**config.mk**
```make
export PLATFORM = sky130hd
export DESIGN_NAME = llac_top
export DESIGN_NICKNAME = d
export VERILOG_FILES = /design/src/logic/llac_pkg.sv /design/src/logic/llac_top.sv
export SDC_FILE = /design/constraint.sdc
export NUM_CORES = 1
export LEC_CHECK = 0
export BUFFER_PORTS_ARGS = -buffer_cell sky130_fd_sc_hd__buf_2
export CAP_MARGIN = 5
export CORE_ASPECT_RATIO = 2
export CORE_UTILIZATION = 52
export CTS_CLUSTER_DIAMETER = 120
export DETAILED_ROUTE_END_ITERATION = 8
export HOLD_SLACK_MARGIN = 0.02
export PLACE_DENSITY = 0.85
export SETUP_SLACK_MARGIN = 0.1
export SKIP_LAST_GASP = 1
export SLEW_MARGIN = 5
export SYNTH_ARGS = -nofsm -noshare
export SYNTH_HDL_FRONTEND = slang
export SYNTH_SLANG_ARGS = --single-unit
```
**constraint.sdc**
```tcl
create_clock -name clk_in -period 2.9 [get_ports clk_in]
set_clock_uncertainty 0.1 [all_clocks]
set_input_delay 0.435 -clock clk_in [delete_from_list [all_inputs] [get_ports clk_in]]
set_output_delay 0.435 -clock clk_in [all_outputs]
set_load 0.005 [all_outputs]
```
**src/logic/llac_pkg.sv**
```systemverilog
// Package for the line link activation control block.
// Assumes a single 10 MHz system clock; shared by the block and its bench.
package llac_pkg;

  // ----------------------------------------------------------------
  // Clock and timing constants
  // ----------------------------------------------------------------
  localparam int unsigned CLK_HZ = 10000000;
  localparam int unsigned MS_PER_S = 1000;
  localparam int unsigned TICK_CYCLES = CLK_HZ / MS_PER_S;
  localparam int unsigned COLD_START_LIMIT_MS = 10000;
  localparam int unsigned WARM_START_LIMIT_MS = 5000;
  localparam int unsigned WARM_RESUME_LIMIT_MS = 100;
  localparam int unsigned ERROR_RESUME_LIMIT_MS = 300;
  localparam int unsigned SYNC_RECOVERY_LIMIT_MS = 200;
  localparam int unsigned MS_CNT_W = 14;
  localparam int unsigned TICK_CNT_W = 16;

  // ----------------------------------------------------------------
  // Line and record layout
  // ----------------------------------------------------------------
  localparam int unsigned MAX_BITS_PER_TONE = 12;
  localparam int unsigned BITS_W = 4;
  localparam int unsigned PERF_BYTES = 16;
  localparam int unsigned RATE_BYTE_LO = 0;
  localparam int unsigned FEC_CORR_BYTE_LO = 4;
  localparam int unsigned FEC_UNCORR_BYTE_LO = 8;

  // ----------------------------------------------------------------
  // Remote data register numbers
  // ----------------------------------------------------------------
  localparam logic [3:0] RREG_SELF_TEST = 4'h3;
  localparam logic [3:0] RREG_PERF = 4'h4;
  localparam logic [3:0] RREG_ATTEN = 4'h6;
  localparam logic [3:0] RREG_MARGIN = 4'h7;

  // ----------------------------------------------------------------
  // APB register byte offsets
  // ----------------------------------------------------------------
  localparam logic [7:0] OFS_CTRL = 8'h00;
  localparam logic [7:0] OFS_STATUS = 8'h04;
  localparam logic [7:0] OFS_CAPS = 8'h08;
  localparam logic [7:0] OFS_ATTEN = 8'h0C;
  localparam logic [7:0] OFS_MARGIN = 8'h10;
  localparam logic [7:0] OFS_RATE = 8'h14;
  localparam logic [7:0] OFS_FEC = 8'h18;
  localparam logic [7:0] OFS_BITCAP = 8'h1C;
  localparam logic [5:0] CTRL_RESET = 6'h00;
  localparam logic [3:0] CAPS_RESET = 4'h0;

  // Link state machine, one-hot
  typedef enum logic [6:0] {
    ST_SILENT = 7'h01,
    ST_INIT_RESET = 7'h02,
    ST_HANDSHAKE = 7'h04,
    ST_QUIET = 7'h08,
    ST_ACTIVATE = 7'h10,
    ST_STEADY = 7'h20,
    ST_IDLE = 7'h40
  } llac_state_t;

  // Activation kind selects which limit governs ST_ACTIVATE
  typedef enum logic [1:0] {
    ACT_COLD = 2'h0,
    ACT_WARM = 2'h1,
    ACT_RESUME = 2'h2,
    ACT_ERROR = 2'h3
  } llac_act_t;

  // Capability bits for the capabilities-list message
  typedef struct packed {
    logic l1_mode;
    logic us_low_band;
    logic ds_low_band;
    logic eoc_clear;
    logic npar3_dft;
    logic npar3_ce;
  } llac_caps_t;

  // Remote data register write from the overhead channel
  typedef struct packed {
    logic valid;
    logic [3:0] num;
    logic [3:0] byte_idx;
    logic [7:0] data;
  } llac_rreg_t;

endpackage

```
**src/logic/llac_top.sv**
```systemverilog
// Link activation and handshake control for the central-office line end.
// Assumes inputs synchronous to clk_in; handshake engine and remote
// overhead parser sit outside and report via plain strobes.
//
// Function
// - Never more than 12 bits per tone
// - Nonzero remote self-test clears link-up flag
// - Performance record: rate, correctable, uncorrectable
// - Expose remote attenuation and margin registers
// - Timeout false on entry, true after interval
// - Cold start fails after 10000 ms
// - Warm start expires after 5000 ms
// - Warm resume expires after 100 ms
// - Error resume expires after 300 ms
// - Sync recovery expires after 200 ms
// - Idle set on idle, cleared on steady
// - Success only when state procedures errorless
// - Power-up, signal loss, init error outside steady: silent state
// - Network may order init reset, then handshake
// - Mode selected: quiet state after handshake
// - Handshake carries DFT size, CE, low-band flags
// - Advertise mode with level 1 bit set
// - Each set level 2 bit carries parameter field
// - Low-band flags only where band usable
// - Clear overhead flag only if frames supported
`timescale 1ns/1ps

module llac_top #(
  parameter int unsigned TICK_CYCLES = llac_pkg::TICK_CYCLES
) (
  input wire logic clk_in, // System clock, 10 MHz
  input wire logic arst_n_in, // Async reset, active low
  input wire logic psel_in, // APB select
  input wire logic penable_in, // APB enable
  input wire logic pwrite_in, // APB direction
  input wire logic [7:0] paddr_in, // APB byte address
  input wire logic [31:0] pwdata_in, // APB write data
  output logic [31:0] prdata_out, // APB read data
  output logic pready_out, // APB ready
  output logic pslverr_out, // APB error
  input wire logic los_in, // Loss of signal level
  input wire logic init_err_in, // Initialization error pulse
  input wire logic net_reset_in, // Network init-reset order pulse
  input wire logic hs_start_in, // Handshake started pulse
  input wire logic hs_done_in, // Handshake concluded pulse
  input wire logic hs_mode_sel_in, // Handshake chose this mode
  input wire logic act_done_in, // Activation completed pulse
  input wire logic proc_err_in, // Procedure error in current state
  input wire logic proc_done_in, // State procedures finished pulse
  input wire logic go_idle_in, // Enter idle request pulse
  input wire logic sync_loss_in, // Loss of sync pulse in steady
  input wire llac_pkg::llac_rreg_t rreg_in, // Remote register byte write
  input wire logic [llac_pkg::BITS_W-1:0] bits_req_in, // Requested tone load
  output logic [llac_pkg::BITS_W-1:0] bits_out, // Clamped tone load
  output llac_pkg::llac_state_t state_out, // Link state
  output logic link_up_out, // Link-up flag
  output logic idle_out, // Idle flag
  output logic success_out, // Success flag
  output logic timeout_out, // Activation expired flag
  output llac_pkg::llac_caps_t caps_out // Capabilities-list bits
);

  // ----------------------------------------------------------------
  // Helpers
  // ----------------------------------------------------------------
  // Milliseconds allowed for each activation kind
  function automatic logic [llac_pkg::MS_CNT_W-1:0] limit_ms(input llac_pkg::llac_act_t k);
    unique case (k)
      llac_pkg::ACT_COLD: limit_ms = llac_pkg::MS_CNT_W'(llac_pkg::COLD_START_LIMIT_MS);
      llac_pkg::ACT_WARM: limit_ms = llac_pkg::MS_CNT_W'(llac_pkg::WARM_START_LIMIT_MS);
      llac_pkg::ACT_RESUME: limit_ms = llac_pkg::MS_CNT_W'(llac_pkg::WARM_RESUME_LIMIT_MS);
      llac_pkg::ACT_ERROR: limit_ms = llac_pkg::MS_CNT_W'(llac_pkg::ERROR_RESUME_LIMIT_MS);
    endcase
  endfunction

  // APB access phase qualifiers
  logic apb_acc;
  logic apb_wr;
  assign apb_acc = psel_in && penable_in;
  assign apb_wr = apb_acc && pwrite_in;

  // ----------------------------------------------------------------
  // Registers
  // ----------------------------------------------------------------
  llac_pkg::llac_state_t state_reg;
  llac_pkg::llac_state_t state_next;
  logic [5:0] ctrl_reg; // [1:0] kind, [2] net reset, [5:3] stored only
  logic [3:0] caps_cfg_reg; // [0] mode, [1] us band, [2] ds band, [3] eoc
  logic [llac_pkg::TICK_CNT_W-1:0] tick_cnt_reg;
  logic ms_tick;
  logic [llac_pkg::MS_CNT_W-1:0] ms_cnt_reg;
  logic [llac_pkg::MS_CNT_W-1:0] sync_ms_reg;
  logic in_sync_loss_reg;
  logic link_up_reg;
  logic idle_reg;
  logic success_reg;
  logic err_seen_reg;
  logic timeout_reg;
  logic [llac_pkg::BITS_W-1:0] bits_reg;
  logic [7:0] self_test_reg;
  logic [15:0] atten_reg;
  logic [15:0] margin_reg;
  logic [31:0] rate_reg;
  logic [15:0] fec_corr_reg;
  logic [15:0] fec_uncorr_reg;
  logic entry;
  logic act_expired;
  logic sync_expired;
  llac_pkg::llac_act_t act_kind;
  logic sync_start;

  assign act_kind = llac_pkg::llac_act_t'(ctrl_reg[1:0]);
  assign entry = state_next != state_reg;
  // Recovery restarts the ms grid, otherwise its first ms could be short
  assign sync_start = state_reg == llac_pkg::ST_STEADY && !entry && sync_loss_in
    && !in_sync_loss_reg;

  // ----------------------------------------------------------------
  // Millisecond tick and state timers
  // ----------------------------------------------------------------
  // One shared prescaler keeps every timer on the same time base
  always_ff @(posedge clk_in or negedge arst_n_in)
  begin
    if (!arst_n_in)
      tick_cnt_reg <= '0;
    else if (entry || sync_start || tick_cnt_reg == llac_pkg::TICK_CNT_W'(TICK_CYCLES - 1))
      tick_cnt_reg <= '0;
    else
      tick_cnt_reg <= tick_cnt_reg + 1'b1;
  end
  assign ms_tick = tick_cnt_reg == llac_pkg::TICK_CNT_W'(TICK_CYCLES - 1);

  // State timer clears on every entry, so timeout reads false there
  always_ff @(posedge clk_in or negedge arst_n_in)
  begin
    if (!arst_n_in)
      ms_cnt_reg <= '0;
    else if (entry)
      ms_cnt_reg <= '0;
    else if (ms_tick && ms_cnt_reg != '1)
      ms_cnt_reg <= ms_cnt_reg + 1'b1;
  end

  assign act_expired = (state_reg == llac_pkg::ST_ACTIVATE)
    && (ms_cnt_reg >= limit_ms(act_kind));

  // Sync recovery runs inside steady state on its own counter
  always_ff @(posedge clk_in or negedge arst_n_in)
  begin
    if (!arst_n_in)
    begin
      in_sync_loss_reg <= 1'b0;
      sync_ms_reg <= '0;
    end
    else if (state_reg != llac_pkg::ST_STEADY || entry)
    begin
      in_sync_loss_reg <= 1'b0;
      sync_ms_reg <= '0;
    end
    else if (sync_loss_in && !in_sync_loss_reg)
    begin
      in_sync_loss_reg <= 1'b1;
      sync_ms_reg <= '0;
    end
    else if (in_sync_loss_reg && act_done_in)
      in_sync_loss_reg <= 1'b0;
    else if (in_sync_loss_reg && ms_tick)
      sync_ms_reg <= sync_ms_reg + 1'b1;
  end
  assign sync_expired = in_sync_loss_reg
    && sync_ms_reg >= llac_pkg::MS_CNT_W'(llac_pkg::SYNC_RECOVERY_LIMIT_MS);

  // ----------------------------------------------------------------
  // Link state machine
  // ----------------------------------------------------------------
  always_comb
  begin
    state_next = state_reg;
    unique case (state_reg)
      llac_pkg::ST_SILENT:
        if (net_reset_in || ctrl_reg[2])
          state_next = llac_pkg::ST_INIT_RESET;
        else if (hs_start_in)
          state_next = llac_pkg::ST_HANDSHAKE;
      llac_pkg::ST_INIT_RESET:
        if (hs_start_in)
          state_next = llac_pkg::ST_HANDSHAKE;
      llac_pkg::ST_HANDSHAKE:
        if (hs_done_in)
          state_next = hs_mode_sel_in ? llac_pkg::ST_QUIET : llac_pkg::ST_SILENT;
      llac_pkg::ST_QUIET:
        state_next = llac_pkg::ST_ACTIVATE;
      llac_pkg::ST_ACTIVATE:
        if (act_expired)
          state_next = llac_pkg::ST_SILENT;
        else if (act_done_in)
          state_next = llac_pkg::ST_STEADY;
      llac_pkg::ST_STEADY:
        if (sync_expired)
          state_next = llac_pkg::ST_SILENT;
        else if (go_idle_in)
          state_next = llac_pkg::ST_IDLE;
      llac_pkg::ST_IDLE:
        if (act_done_in)
          state_next = llac_pkg::ST_STEADY;
      default:
        state_next = llac_pkg::ST_SILENT;
    endcase
    // Signal loss, and init errors outside steady state, override everything else
    if (los_in || (init_err_in && state_reg != llac_pkg::ST_STEADY))
      state_next = llac_pkg::ST_SILENT;
  end

  always_ff @(posedge clk_in or negedge arst_n_in)
  begin
    if (!arst_n_in)
      state_reg <= llac_pkg::ST_SILENT;
    else
      state_reg <= state_next;
  end

  // Expired flag holds until the next activation attempt
  always_ff @(posedge clk_in or negedge arst_n_in)
  begin
    if (!arst_n_in)
      timeout_reg <= 1'b0;
    else if (act_expired || sync_expired)
      timeout_reg <= 1'b1;
    else if (state_next == llac_pkg::ST_ACTIVATE && entry)
      timeout_reg <= 1'b0;
  end

  // ----------------------------------------------------------------
  // Idle and success flags
  // ----------------------------------------------------------------
  always_ff @(posedge clk_in or negedge arst_n_in)
  begin
    if (!arst_n_in)
      idle_reg <= 1'b0;
    else if (entry && state_next == llac_pkg::ST_IDLE)
      idle_reg <= 1'b1;
    else if (entry && state_next == llac_pkg::ST_STEADY)
      idle_reg <= 1'b0;
  end

  // An error anywhere in the state taints success until the next entry
  always_ff @(posedge clk_in or negedge arst_n_in)
  begin
    if (!arst_n_in)
    begin
      err_seen_reg <= 1'b0;
      success_reg <= 1'b0;
    end
    else if (entry)
    begin
      err_seen_reg <= 1'b0;
      success_reg <= 1'b0;
    end
    else
    begin
      err_seen_reg <= err_seen_reg || proc_err_in;
      if (proc_done_in)
        success_reg <= !(err_seen_reg || proc_err_in);
    end
  end

  // ----------------------------------------------------------------
  // Link-up flag and remote data registers
  // ----------------------------------------------------------------
  always_ff @(posedge clk_in or negedge arst_n_in)
  begin
    if (!arst_n_in)
    begin
      self_test_reg <= '0;
      atten_reg <= '0;
      margin_reg <= '0;
      rate_reg <= '0;
      fec_corr_reg <= '0;
      fec_uncorr_reg <= '0;
    end
    else if (rreg_in.valid)
    begin
      unique case (rreg_in.num)
        llac_pkg::RREG_SELF_TEST:
          self_test_reg <= rreg_in.data;
        llac_pkg::RREG_ATTEN:
          if (rreg_in.byte_idx[3:1] == 3'h0)
            atten_reg[rreg_in.byte_idx[0]*8 +: 8] <= rreg_in.data;
        llac_pkg::RREG_MARGIN:
          if (rreg_in.byte_idx[3:1] == 3'h0)
            margin_reg[rreg_in.byte_idx[0]*8 +: 8] <= rreg_in.data;
        llac_pkg::RREG_PERF:
          if (rreg_in.byte_idx[3:2] == 2'(llac_pkg::RATE_BYTE_LO / 4))
            rate_reg[rreg_in.byte_idx[1:0]*8 +: 8] <= rreg_in.data;
          else if (rreg_in.byte_idx[3:1] == 3'(llac_pkg::FEC_CORR_BYTE_LO / 2))
            fec_corr_reg[rreg_in.byte_idx[0]*8 +: 8] <= rreg_in.data;
          else if (rreg_in.byte_idx[3:1] == 3'(llac_pkg::FEC_UNCORR_BYTE_LO / 2))
            fec_uncorr_reg[rreg_in.byte_idx[0]*8 +: 8] <= rreg_in.data;
        default:
          ; // Other registers and reserved bytes are dropped
      endcase
    end
  end

  // Link-up only in steady state with a clean remote self-test
  always_ff @(posedge clk_in or negedge arst_n_in)
  begin
    if (!arst_n_in)
      link_up_reg <= 1'b0;
    else if (self_test_reg != 8'h00 || (rreg_in.valid && rreg_in.num == llac_pkg::RREG_SELF_TEST
      && rreg_in.data != 8'h00))
      link_up_reg <= 1'b0;
    else
      link_up_reg <= state_next == llac_pkg::ST_STEADY;
  end

  // ----------------------------------------------------------------
  // Tone loading limit
  // ----------------------------------------------------------------
  always_ff @(posedge clk_in or negedge arst_n_in)
  begin
    if (!arst_n_in)
      bits_reg <= '0;
    else if (bits_req_in > llac_pkg::BITS_W'(llac_pkg::MAX_BITS_PER_TONE))
      bits_reg <= llac_pkg::BITS_W'(llac_pkg::MAX_BITS_PER_TONE);
    else
      bits_reg <= bits_req_in;
  end

  // ----------------------------------------------------------------
  // APB slave: control, capability config
  // ----------------------------------------------------------------
  always_ff @(posedge clk_in or negedge arst_n_in)
  begin
    if (!arst_n_in)
    begin
      ctrl_reg <= llac_pkg::CTRL_RESET;
      caps_cfg_reg <= llac_pkg::CAPS_RESET;
    end
    else
    begin
      if (apb_wr && paddr_in == llac_pkg::OFS_CTRL)
        ctrl_reg <= pwdata_in[5:0];
      else if (ctrl_reg[2] && state_reg == llac_pkg::ST_INIT_RESET)
        ctrl_reg[2] <= 1'b0; // Reset order is one-shot
      if (apb_wr && paddr_in == llac_pkg::OFS_CAPS)
        caps_cfg_reg <= pwdata_in[3:0];
    end
  end

  // Capability bits: band and clear-channel flags only where supported
  always_comb
  begin
    caps_out.l1_mode = caps_cfg_reg[0];
    caps_out.us_low_band = caps_cfg_reg[1];
    caps_out.ds_low_band = caps_cfg_reg[2];
    caps_out.eoc_clear = caps_cfg_reg[3];
    caps_out.npar3_dft = caps_cfg_reg[0];
    caps_out.npar3_ce = caps_cfg_reg[0];
  end

  // Read mux; unmapped addresses answer with slave error
  always_ff @(posedge clk_in or negedge arst_n_in)
  begin
    if (!arst_n_in)
      prdata_out <= '0;
    else if (psel_in && !penable_in && !pwrite_in)
    begin
      unique case (paddr_in)
        llac_pkg::OFS_CTRL: prdata_out <= {26'h0, ctrl_reg};
        llac_pkg::OFS_STATUS: prdata_out <= {20'h0, timeout_reg, success_reg, idle_reg,
          link_up_reg, 1'b0, state_reg};
        llac_pkg::OFS_CAPS: prdata_out <= {28'h0, caps_cfg_reg};
        llac_pkg::OFS_ATTEN: prdata_out <= {16'h0, atten_reg};
        llac_pkg::OFS_MARGIN: prdata_out <= {16'h0, margin_reg};
        llac_pkg::OFS_RATE: prdata_out <= rate_reg;
        llac_pkg::OFS_FEC: prdata_out <= {fec_uncorr_reg, fec_corr_reg};
        llac_pkg::OFS_BITCAP: prdata_out <= {24'h0, self_test_reg};
        default: prdata_out <= '0;
      endcase
    end
  end

  always_comb
  begin
    pready_out = 1'b1;
    pslverr_out = apb_acc && !(paddr_in inside {llac_pkg::OFS_CTRL, llac_pkg::OFS_STATUS,
      llac_pkg::OFS_CAPS, llac_pkg::OFS_ATTEN, llac_pkg::OFS_MARGIN, llac_pkg::OFS_RATE,
      llac_pkg::OFS_FEC, llac_pkg::OFS_BITCAP});
  end

  assign state_out = state_reg;
  assign link_up_out = link_up_reg;
  assign idle_out = idle_reg;
  assign success_out = success_reg;
  assign timeout_out = timeout_reg;
  assign bits_out = bits_reg;

  // ----------------------------------------------------------------
  // Assertions
  // ----------------------------------------------------------------
  property p_bits_cap;
    @(posedge clk_in) disable iff (!arst_n_in)
      bits_out <= llac_pkg::BITS_W'(llac_pkg::MAX_BITS_PER_TONE);
  endproperty
  a_bits_cap: assert property (p_bits_cap) else $error("tone load above cap");

  property p_selftest_down;
    @(posedge clk_in) disable iff (!arst_n_in)
      self_test_reg != 8'h00 |=> !link_up_out;
  endproperty
  a_selftest_down: assert property (p_selftest_down) else $error("link up with bad self-test");

  property p_entry_timer;
    @(posedge clk_in) disable iff (!arst_n_in)
      entry |=> ms_cnt_reg == '0 && !act_expired;
  endproperty
  a_entry_timer: assert property (p_entry_timer) else $error("timer not cleared on entry");

  property p_act_exit;
    @(posedge clk_in) disable iff (!arst_n_in)
      act_expired |=> state_reg == llac_pkg::ST_SILENT;
  endproperty
  a_act_exit: assert property (p_act_exit) else $error("expired activation not abandoned");

  property p_act_bound;
    @(posedge clk_in) disable iff (!arst_n_in)
      state_reg == llac_pkg::ST_ACTIVATE |-> ms_cnt_reg <= limit_ms(act_kind);
  endproperty
  a_act_bound: assert property (p_act_bound) else $error("activation overran limit");

  property p_sync_exit;
    @(posedge clk_in) disable iff (!arst_n_in)
      sync_expired && !los_in |=> state_reg == llac_pkg::ST_SILENT && timeout_out;
  endproperty
  a_sync_exit: assert property (p_sync_exit) else $error("sync recovery not ended");

  property p_idle_flag;
    @(posedge clk_in) disable iff (!arst_n_in)
      $rose(state_reg == llac_pkg::ST_IDLE) |-> idle_out;
  endproperty
  a_idle_flag: assert property (p_idle_flag) else $error("idle flag not set");

  property p_steady_clear;
    @(posedge clk_in) disable iff (!arst_n_in)
      $rose(state_reg == llac_pkg::ST_STEADY) |-> !idle_out;
  endproperty
  a_steady_clear: assert property (p_steady_clear) else $error("idle flag not cleared");

  property p_success;
    @(posedge clk_in) disable iff (!arst_n_in)
      proc_done_in && proc_err_in && !entry |=> !success_out;
  endproperty
  a_success: assert property (p_success) else $error("success despite error");

  property p_los_silent;
    @(posedge clk_in) disable iff (!arst_n_in)
      los_in |=> state_reg == llac_pkg::ST_SILENT;
  endproperty
  a_los_silent: assert property (p_los_silent) else $error("no silent state after loss");

  property p_hs_quiet;
    @(posedge clk_in) disable iff (!arst_n_in)
      state_reg == llac_pkg::ST_HANDSHAKE && hs_done_in && hs_mode_sel_in && !los_in
        && !init_err_in |=> state_reg == llac_pkg::ST_QUIET;
  endproperty
  a_hs_quiet: assert property (p_hs_quiet) else $error("no quiet state after handshake");

endmodule

```
==> results of run 1 <==
[layer usage]
layer,part of all wire,up-vias,GRT usage
li1,-,3633,-
met1,0.35,3996,0.2962
met2,0.56,308,0.5224
met3,0.050,89,0.03503
met4,0.044,0,0.1416
met5,0,-,0
[power breakdown]
group	switching, mW	total [mW]	internal, mW	leakage (nW)
registers	0.0702	3.06	2.99	2.84
logic	0.311	0.551	0.239	2.45
clock network	1.08	2.59	1.51	0.315
[cells in the final DEF, fill, tap and decap left out, drive strengths merged, types with 5 or more instances in the layout]
| cell type | instances |
|---|---|
| a31oi | 7 |
| and3 | 17 |
| or4 | 5 |
| nand2b | 14 |
| ha | 21 |
| a222oi | 7 |
| nor3 | 31 |
| inv | 21 |
| nand3 | 14 |
| clkbuf | 26 |
| and4 | 5 |
| a22o | 8 |
| a22oi | 37 |
| nor2 | 60 |
| buf | 167 |
| or3 | 6 |
| dfrtp | 206 |
| nand2 | 128 |
| nor4 | 12 |
| nand4 | 11 |
| a221oi | 10 |
| xnor2 | 18 |
| mux2 | 81 |
| a21o | 12 |
| a21oi | 22 |
| o21ai | 64 |
| xor2 | 21 |
[cells by family after synthesis]
group / after synthesis
muxes: 84
AOI/OAI and AO/OA: 188
xor gates and xnor gates: 39
DFF: 207
and+or+nand+nor: 327
adders and majority gates: 21
other: 1
buffers and inverters: 74
[layout make-up]
type / instances / area, µm²
Tap cell: 255 / 319.1
Multi-Input combinational cell: 660 / 4586
Inverter: 21 / 78.83
Clock buffer: 25 / 548.0
Clock inverter: 8 / 95.09
Timing Repair Buffer: 171 / 1155
Fill cell: 1404 / 6780
Sequential cell: 207 / 5182
[timing repair]
| item | 4_1_cts | 5_1_grt |
|---|---|---|
| endpoints found under the setup margin | 33 | 38 |
| pin swaps | 6 | 6 |
| gates cloned | 2 | 0 |
| resized for setup | 30 | 9 |
| setup buffers | 2 | 2 |
| hold endpoints to repair | 76 | 0 |
| hold buffers | 3 | 0 |
[metrics by stage]
step	hold WS, ps	instances
2_1_floorplan	39.41	941
3_3_place_gp	355.9	1305
3_5_place_dp	362.7	1305
4_1_cts	76.87	1345
5_1_grt	80.10	1347
6_report	83.18	1347
[worst min-delay path by stage]
| stage | to | cells after the start |
|---|---|---|
| after CTS | in_sync_loss_reg | 2 |
| after floorplan | atten_reg[0] | 0 |
| after global placement | prdata_out[8] | 1 |
| final | ctrl_reg[4] | 2 |
| after global routing | ctrl_reg[4] | 2 |
| after detailed placement | prdata_out[4] | 1 |
==> results by group, run 1 <==
Route
  • ANT nets after route: 0
  • Initial DRC Count: 433
  • Via/cell ratio: 5.958
  • Routed vias: ~8k
  • Wire per inst: 19.78 µm
  • WL final: roughly 27000 µm
  • DR pass1 iterations: 8
  • DRC viols: 0

Floorplanning
  • # IOs: 132
  • Die width: roughly 100 µm
  • Initial Util: 0.5283
  • Core ar.: 18740 µm²
  • Die H: just under 200 µm
  • Die footprint: about 20000 µm²
  • Rows: 71

Yosys
  • Syn Std Cell Area: 9903 µm²
  • Ys flop type: dfrtp_1
  • Compound-gate portion of the synthesized area: 0.1271
  • Post-synthesis cell count: between 900 and 1k
  • Largest family of logic cells by synthesized area: simple AND/OR/NAND/NOR gates
  • Post-synthesis simple-gate area fraction: 0.1621
  • Synth cell count leaders: dfrtp_1 (206), nand2_1 (128), mux2_2 (81)
  • Top cells by area, synth: dfrtp_1 (52%), mux2_2 (9.2%), nand2_1 (4.9%)
  • Most common cell in the netlist: dfrtp_1
  • Cell accounting for the most synthesized area: dfrtp_1
  • Ys Warns: 0
  • Yosys cell types: 63
  • Synth Area in Adders: 0.02653
  • Share of the synthesized area in the top cell type: 0.5205
  • Async SR Flop Fraction: 1.000
  • #FFs+latches synth: 207
  • Mux contribution to synthesized area: 0.09514
  • Sequential area share after synthesis: 0.5232
  • Syn nets: just over 1k
  • Post-synth EDFFs: 0
  • Avg Cell Area, Syn: 10.52 µm²
  • XOR/XNOR Fraction of Synth Area: 0.03449

Pwr
  • Power Total: roughly 6.2 mW
  • Leakage power: roughly 5.6 nW
  • Pwr dens: a little over 500 nW/µm²
  • Max IR drop VDD: 0.0005164 V

Timing
  • FMAX: ~330 MHz
  • Worst slew pin tran: 855.9 ps
  • Worst relative slew slack: 0.4273
  • Final period util: 1.059
  • Min cycle time layout: a little over 3000 ps
  • Fin. Hold Viols: 0
  • Final setup fails: 33
  • RSZ-0062 raised after global routing: true
  • Max-slew violations: 0
  • Setup WS post-layout: -172.3 ps
  • Setup TNS: -4162 ps

Worst setup path
  • Worst Setup Path Type: reg -> reg
  • Critical path's slowest cell: or4_4
  • Data arrival, critical path: ~3400 ps
  • Crit-path cells: or4_4 > or3_4 > or4_4 > or3_4 > a22oi_2 > nand4_4 > buf_12 > buf_16 > a21oi_2
  • Crit path launch: state_out[5]
  • CP bufs+invs: 2
  • Worst Setup EP: timeout_out
  • Reg-to-reg startpoint: state_out[5]
  • WP depth: 9
  • Startpoint Class: register
  • Top delay family on crit path: simple AND/OR/NAND/NOR gates
  • CP peak stage delay: 540 ps
  • FF-to-FF setup slack: -170 ps
  • Worst setup EP type: register
  • Critical path peak fanout: 8
  • Critical path data required time: roughly 3200 ps
  • FF-to-FF End: timeout_out
  • Reg2reg path depth: 9

Global route
  • Initial antenna violation count: 0
  • Largest net degree at the start of global routing: 80
  • Overflow after GRT: 0
  • Vias in the first global route: between 8k and 9k
  • First-pass GRT wire length: 42380 µm
  • Global Route Usage Sum: 0.2768

Placement
  • I/O Buffers: 104
  • Dpl ws: -224.9 ps
  • Detail Placement HPWL: 18180 µm
  • Routability congestion estimate from global placement: about 0.88
  • Dpl cell area: roughly 11000 µm²

Clock network
  • CTS tree: done
  • TritonCTS Sinks: ~210
  • CTS Buf Count: 19
  • CTS H-tree depth: 1
  • Root Buffer: clkbuf_16
  • Clock slew at reported path FFs: approximately 70 ps
  • Clk_lat worst skew: 490 ps
  • Clk buf depth: 3

Cells and area
  • Final Util: 0.6383
  • Post-layout nets: 1178
  • Area growth from synthesis to layout: 20.81%
  • Diodes inserted: 0
  • Share of cells above drive strength 1: 0.2940
  • Fin area: roughly 12000 µm²

Run status
  • Status: finished with violations
  • Failing checks: negative setup slack

Hold path
  • Worst hold path class: in -> reg
  • Min-delay src: pwdata_in[4]

Job
  • Max Cap Viol: 0
(Power assumes the default switching activity.)
==> run 2, diff against run 1 <==
Settings changed: CORE_ASPECT_RATIO 2 to 0.75.
==> run 2 against run 1 <==
  * The run still ends with negative setup slack left
  * Power barely moved
  * Sequential share of layout area is 0.20 points lower
  * Sequential power is essentially flat
  * Flip-flop and latch count unchanged
  * Die area fell by 0.14%
  * Design area is 0.49% higher
  * Clock power is essentially flat
  * Wire length grew 6.4%
  * Clock-buffer cell count grew 7
  * Critical endpoint is now tick_cnt_reg[9]
  * Largest power group unchanged
==> results by group, run 2 (synthesized netlist as in run 1, its figures left out) <==
Worst setup path
  • Crit-path cells: or4_4 > or3_4 > or4_1 > or3_4 > a22oi_2 > nand4_4 > buf_12 > nor3_4 (was or4_4 > or3_4 > or4_4 > or3_4 > a22oi_2 > nand4_4 > buf_12 > buf_16 > a21oi_2)
  • Reg2reg path depth: 8 (was 9)
  • Startpoint Class: register (unchanged)
  • Critical path peak fanout: 5 (was 8)
  • Worst Setup Path Type: reg -> reg (unchanged)
  • Critical path's slowest cell: or4_4 (unchanged)
  • Critical path data required time: 3210 ps (was 3220 ps)
  • Cell repeated most along the worst path: or3_4
  • FF-to-FF setup slack: -170 ps (about the same)
  • Worst setup EP type: register (unchanged)
  • Data arrival, critical path: 3380 ps (was 3390 ps)
  • Reg-to-reg startpoint: state_out[5] (unchanged)
  • FF-to-FF End: tick_cnt_reg[9] (was timeout_out)
  • CP peak stage delay: 520 ps (was 540 ps)

Timing
  • RSZ-0062 raised after global routing: true (unchanged)
  • Min cycle time layout: 3068 ps (was 3072 ps)
  • Final period util: 1.058 (was 1.059)
  • Max-slew violations: 0 (unchanged)
  • Setup WS post-layout: -167.8 ps (was -172.3 ps)
  • FMAX: 326.0 MHz (was 325.5 MHz)
  • Worst slew pin tran: 735.1 ps (was 855.9 ps)
  • WHS: 83.20 ps (was 83.18 ps)
  • Final setup fails: 33 (unchanged)
  • Worst relative slew slack: 0.5070 (was 0.4273)
  • Fin. Hold Viols: 0 (unchanged)

Pwr
  • Switching power: 1.511 mW (was 1.466 mW)
  • Pwr dens: 516.2 nW/µm² (was 518.5 nW/µm²)
  • Power Total: 6.206 mW (was 6.203 mW)
  • Leakage power: 5.628 nW (was 5.607 nW)
  • Comb power frac: 0.090 (was 0.089)
  • Max IR drop VDD: 0.0004373 V (was 0.0005164 V)
  • Pint: 4.695 mW (was 4.737 mW)
  • Clk network pwr share: 0.415 (was 0.418)
  • Seq pwr share: 0.494 (was 0.493)
  • Sw frac: 0.2435 (was 0.2363)

Floorplanning
  • Core ar.: 18560 µm² (was 18740 µm²)
  • Die H: 121.5 µm (was 197.2 µm)
  • Initial Util: 0.5335 (was 0.5283)
  • # IOs: 132 (unchanged)
  • Die width: 161.4 µm (was 99.58 µm)
  • Rows: 43 (was 71)
  • Die footprint: 19610 µm² (was 19630 µm²)

Route
  • Wire per inst: 21.11 µm (was 19.78 µm)
  • Via/cell ratio: 6.223 (was 5.958)
  • ANT nets after route: 0 (unchanged)
  • Routed vias: 8357 (was 8026)
  • DRC viols: 0 (unchanged)
  • WL final: 28350 µm (was 26650 µm)
  • DR pass1 iterations: 6 (was 8)
  • Initial DRC Count: 817 (was 433)

Hold path
  • Min-delay src: proc_err_in (was pwdata_in[4])
  • Hold EP: err_seen_reg (was ctrl_reg[4])
  • Hold path cells: 3 (was 2)
  • Worst hold path class: in -> reg (unchanged)

Clock network
  • CTS H-tree depth: 1 (unchanged)
  • Clock slew at reported path FFs: 60 ps (was 70 ps)
  • CTS tree: done (unchanged)
  • CTS Buf Count: 21 (was 19)
  • Clk_lat worst skew: 500 ps (was 490 ps)
  • TritonCTS Sinks: 207 (unchanged)
  • Clk buf depth: 3 (unchanged)
  • Root Buffer: clkbuf_16 (unchanged)

Global route
  • Initial antenna violation count: 1 (was 0)
  • Vias in the first global route: 8255 (was 8177)
  • Overflow after GRT: 0 (unchanged)
  • Largest net degree at the start of global routing: 78 (was 80)
  • Global Route Usage Sum: 0.2864 (was 0.2768)
  • First-pass GRT wire length: 43760 µm (was 42380 µm)

Placement
  • Detail Placement HPWL: 17860 µm (was 18180 µm)
  • I/O Buffers: 104 (unchanged)
  • Dpl cell area: 11050 µm² (was 11040 µm²)
  • Inst Count DP: 1298 (was 1305)
  • Routability congestion estimate from global placement: 0.8910 (was 0.8836)

Cells and area
  • Final Util: 0.6477 (was 0.6383)
  • Post-layout nets: 1180 (was 1178)
  • Area growth from synthesis to layout: 21.40% (was 20.81%)
  • Most frequent cells in the layout: dfrtp_1 (204), nand2_1 (126), buf_2 (103) (was dfrtp_1 (205), nand2_1 (128), buf_2 (103))
  • Layout fillers: 1357 (was 1404)
  • Non-filler cells, final: 1343 (was 1347)
  • Commonest non-fill, non-tap cell in the layout: dfrtp_1 (unchanged)
  • Fin area: 12020 µm² (was 11960 µm²)
  • Share of cells above drive strength 1: 0.2986 (was 0.2940)

Job
  • Max Cap Viol: 0 (unchanged)

Run status
  • Status: finished with violations (unchanged)
  • Failing checks: negative setup slack (unchanged)
==> run 2: changes by cell type in the layout (fill, tap and decap cells not counted), sizes merged <==
cell,change
clkbuf,+10
bufinv,-2
buf,-3
diode,+1
clkinvlp,-1
clkinv,-1
==> run 2: per-stage QoR <==
step / setup TNS [ps] / worst slack (ps)
2_1_floorplan: -2303 / -114.1
3_3_place_gp: -1103 / -83.41
3_5_place_dp: -2362 / -230.4
4_1_cts: -649.6 / -77.66
5_1_grt: -6069 / -254.1
6_report: -3112 / -167.8
==> run 2: repair_timing <==
action | 4_1_cts | 5_1_grt
hold endpoints to repair | 73 | 0
hold buffers | 3 | 0
gates cloned | 0 | 3
setup buffers | 0 | 2
pin swaps | 1 | 11
setup endpoints to repair | 33 | 41
gates resized for setup | 8 | 33
==> run 2: power by group through the flow <==
stage	clock network [mW]	logic (mW)	registers, mW
after floorplan	0	0.252	3.09
after global placement	0	0.444	3.10
after detailed placement	0	0.463	3.11
after CTS	2.60	0.483	3.06
after global routing	2.71	0.604	3.08
final	2.58	0.560	3.07
==> run 2: area by class of cell <==
cell class                      instances  area (µm²)  area share
Clock buffer                           32       616.8     0.05131
Sequential cell                       207        5184      0.4312
Antenna cell                            1       2.502   0.0002081
Timing Repair Buffer                  171        1167     0.09710
Clock inverter                          4       30.03    0.002498
Inverter                               21       78.83    0.006556
Multi-Input combinational cell        660        4634      0.3855
Tap cell                              247       309.0     0.02570
==> run 2: worst max path at each step <==
stage / start / endpoint / slack, ps / depth (start not counted)
2_1_floorplan: state_out[5] / tick_cnt_reg[10] / -110 / 9
3_3_place_gp: sync_ms_reg[10] / tick_cnt_reg[8] / -80 / 8
3_5_place_dp: sync_ms_reg[10] / tick_cnt_reg[11] / -230 / 8
4_1_cts: state_out[5] / tick_cnt_reg[11] / -80 / 8
5_1_grt: state_out[5] / tick_cnt_reg[6] / -250 / 8
6_report: state_out[5] / tick_cnt_reg[9] / -170 / 8
==> run 2: worst max-delay path, delay by kind of cell (launching register included) <==
| kind | cells | cell delay, ps |
|---|---|---|
| AO/OA/AOI/OAI | 1 | 210 |
| AND/OR/NAND/NOR | 6 | 2030 |
| buffers and inverters | 1 | 230 |
| flip-flops | 1 | 400 |
==> run 2: layer usage <==
metal	track usage	share of wire	up-vias
met2	0.4599	0.47	442
li1	-	-	3663
met4	0.1061	0.029	0
met3	0.05878	0.088	76
met5	0	0	-
met1	0.3868	0.41	4176
==> run 3, diff against run 2 <==
Settings changed: SETUP_SLACK_MARGIN 0.1 to 0.05.
==> run 3 against run 2 <==
  * Sequential share of layout area stayed put
  * Die area stayed put
  * Via count did not move
  * Utilization is the same
  * Combinational power about the same
  * Fmax is the same
  * Flip-flop and latch count unchanged
  * The run still ends with negative setup slack left
  * Register-to-register slack is essentially flat
==> results by group, run 3 (synthesized netlist as in run 1, its figures left out) <==
Clock network
  • CTS H-tree depth: 1 (unchanged)
  • TritonCTS Sinks: 207 (unchanged)
  • Clk_lat worst skew: 500 ps (about the same)
  • Root Buffer: clkbuf_16 (unchanged)
  • Clock slew at reported path FFs: 60 ps (about the same)
  • Clk buf depth: 3 (unchanged)
  • CTS Buf Count: 21 (unchanged)
  • CTS tree: done (unchanged)

Worst setup path
  • Worst Setup EP: tick_cnt_reg[9] (unchanged)
  • Startpoint Class: register (unchanged)
  • Worst Setup Path Type: reg -> reg (unchanged)
  • Reg-to-reg startpoint: state_out[5] (unchanged)
  • FF-to-FF setup slack: -170 ps (about the same)
  • Crit path launch: state_out[5] (unchanged)
  • Reg2reg path depth: 8 (unchanged)
  • Data arrival, critical path: 3380 ps (about the same)
  • FF-to-FF End: tick_cnt_reg[9] (unchanged)
  • Worst setup EP type: register (unchanged)
  • Critical path peak fanout: 5 (unchanged)
  • Critical path data required time: 3210 ps (about the same)

Run status
  • Status: finished with violations (unchanged)
  • Failing checks: negative setup slack (unchanged)

Timing
  • Worst relative slew slack: 0.5070 (unchanged)
  • Max-slew violations: 0 (unchanged)
  • Final period util: 1.058 (unchanged)
  • RSZ-0062 raised after global routing: true (unchanged)
  • Fin. Hold Viols: 0 (unchanged)
  • Setup TNS: -3112 ps (unchanged)
  • Worst slew pin tran: 735.1 ps (unchanged)
  • FMAX: 326.0 MHz (unchanged)
  • Min cycle time layout: 3068 ps (unchanged)
  • Setup WS post-layout: -167.8 ps (unchanged)
  • WHS: 83.20 ps (unchanged)
  • Final setup fails: 33 (unchanged)

Cells and area
  • Share of cells above drive strength 1: 0.2986 (unchanged)
  • Area growth from synthesis to layout: 21.40% (unchanged)
  • Commonest non-fill, non-tap cell in the layout: dfrtp_1 (unchanged)
  • Fin area: 12020 µm² (unchanged)
  • Seq. cell area: 5184 µm² (unchanged)
  • Multi-input gate area: 4634 µm² (unchanged)
  • Layout fillers: 1357 (unchanged)
  • Most frequent cells in the layout: dfrtp_1 (204), nand2_1 (126), buf_2 (103) (unchanged)
  • Non-filler cells, final: 1343 (unchanged)
  • Post-layout nets: 1180 (unchanged)

Pwr
  • Pwr dens: 516.2 nW/µm² (unchanged)
  • Power Total: 6.206 mW (unchanged)
  • Leakage power: 5.628 nW (unchanged)
  • Max IR drop VDD: 0.0004373 V (unchanged)

Placement
  • I/O Buffers: 104 (unchanged)
  • Dpl cell area: 11050 µm² (unchanged)
  • Routability congestion estimate from global placement: 0.8910 (unchanged)
  • Inst Count DP: 1298 (unchanged)
  • Detail Placement HPWL: 17860 µm (unchanged)

Route
  • WL final: 28350 µm (unchanged)
  • DRC viols: 0 (unchanged)
  • Initial DRC Count: 817 (unchanged)
  • DR pass1 iterations: 6 (unchanged)
  • ANT nets after route: 0 (unchanged)
  • Via/cell ratio: 6.223 (unchanged)
  • Wire per inst: 21.11 µm (unchanged)
  • Routed vias: 8357 (unchanged)

Floorplanning
  • Die H: 121.5 µm (unchanged)
  • Die width: 161.4 µm (unchanged)
  • Core ar.: 18560 µm² (unchanged)
  • # IOs: 132 (unchanged)
  • Initial Util: 0.5335 (unchanged)
  • Rows: 43 (unchanged)
  • Die footprint: 19610 µm² (unchanged)

Global route
  • Global Route Usage Sum: 0.2864 (unchanged)
  • First-pass GRT wire length: 43760 µm (unchanged)
  • Vias in the first global route: 8255 (unchanged)
  • Largest net degree at the start of global routing: 78 (unchanged)
  • Overflow after GRT: 0 (unchanged)
  • Initial antenna violation count: 1 (unchanged)

Hold path
  • Min-delay src: proc_err_in (unchanged)
  • Worst hold path class: in -> reg (unchanged)

Job
  • Max Cap Viol: 0 (unchanged)
==> run 3: layout make-up <==
type,count,share of cell area
antenna,1,0.0002081
clock inverter,4,0.002498
sequential,207,0.4312
multi-input combinational,660,0.3855
clock buffer,32,0.05131
tap,247,0.02570
inverter,21,0.006556
timing repair buffer,171,0.09710
==> run 3: power breakdown <==
group	total [mW]	internal, mW	switching, mW
registers	3.07	2.99	0.0788
logic	0.560	0.238	0.322
clock network	2.58	1.47	1.11
==> run 3: metrics by stage <==
step	setup WS (ps)	util
4_1_cts	-77.66	0.6346
6_report	-167.8	0.6477
2_1_floorplan	-114.1	-
3_5_place_dp	-230.4	0.5952
5_1_grt	-254.1	0.6477
3_3_place_gp	-83.41	0.5952
==> run 3: what timing repair did <==
| action | in CTS | in global routing |
|---|---|---|
| resized for setup | 8 | 33 |
| pin swaps | 1 | 11 |
| setup buffers | 0 | 2 |
| hold buffers | 3 | 0 |
| cloned | 0 | 3 |
| endpoints found under the hold margin | 73 | 0 |
| setup endpoints to repair | 33 | 39 |
==> run 3: how the worst min path moves through the flow <==
stage | to | slack [ps] | depth (start not counted)
after floorplan | atten_reg[0] | 40 | 0
after global placement | prdata_out[2] | 360 | 1
after detailed placement | prdata_out[0] | 360 | 1
after CTS | bits_out[1] | 70 | 2
after global routing | bits_out[0] | 80 | 2
final | err_seen_reg | 80 | 3
==> run 3: routing by layer <==
| layer | track usage | share of wire | vias up |
|---|---|---|---|
| met5 | 0 | 0 | - |
| met1 | 0.3868 | 0.41 | 4176 |
| met4 | 0.1061 | 0.029 | 0 |
| met2 | 0.4599 | 0.47 | 442 |
| met3 | 0.05878 | 0.088 | 76 |
| li1 | - | - | 3663 |
==> run 3: worst max-delay path, cell delays in order (launching register included) <==
cell and delay (ps):
dfrtp_2 400, or4_4 520, or3_4 340, or4_1 400
or3_4 330, a22oi_2 210, nand4_4 240, buf_12 230
nor3_4 200
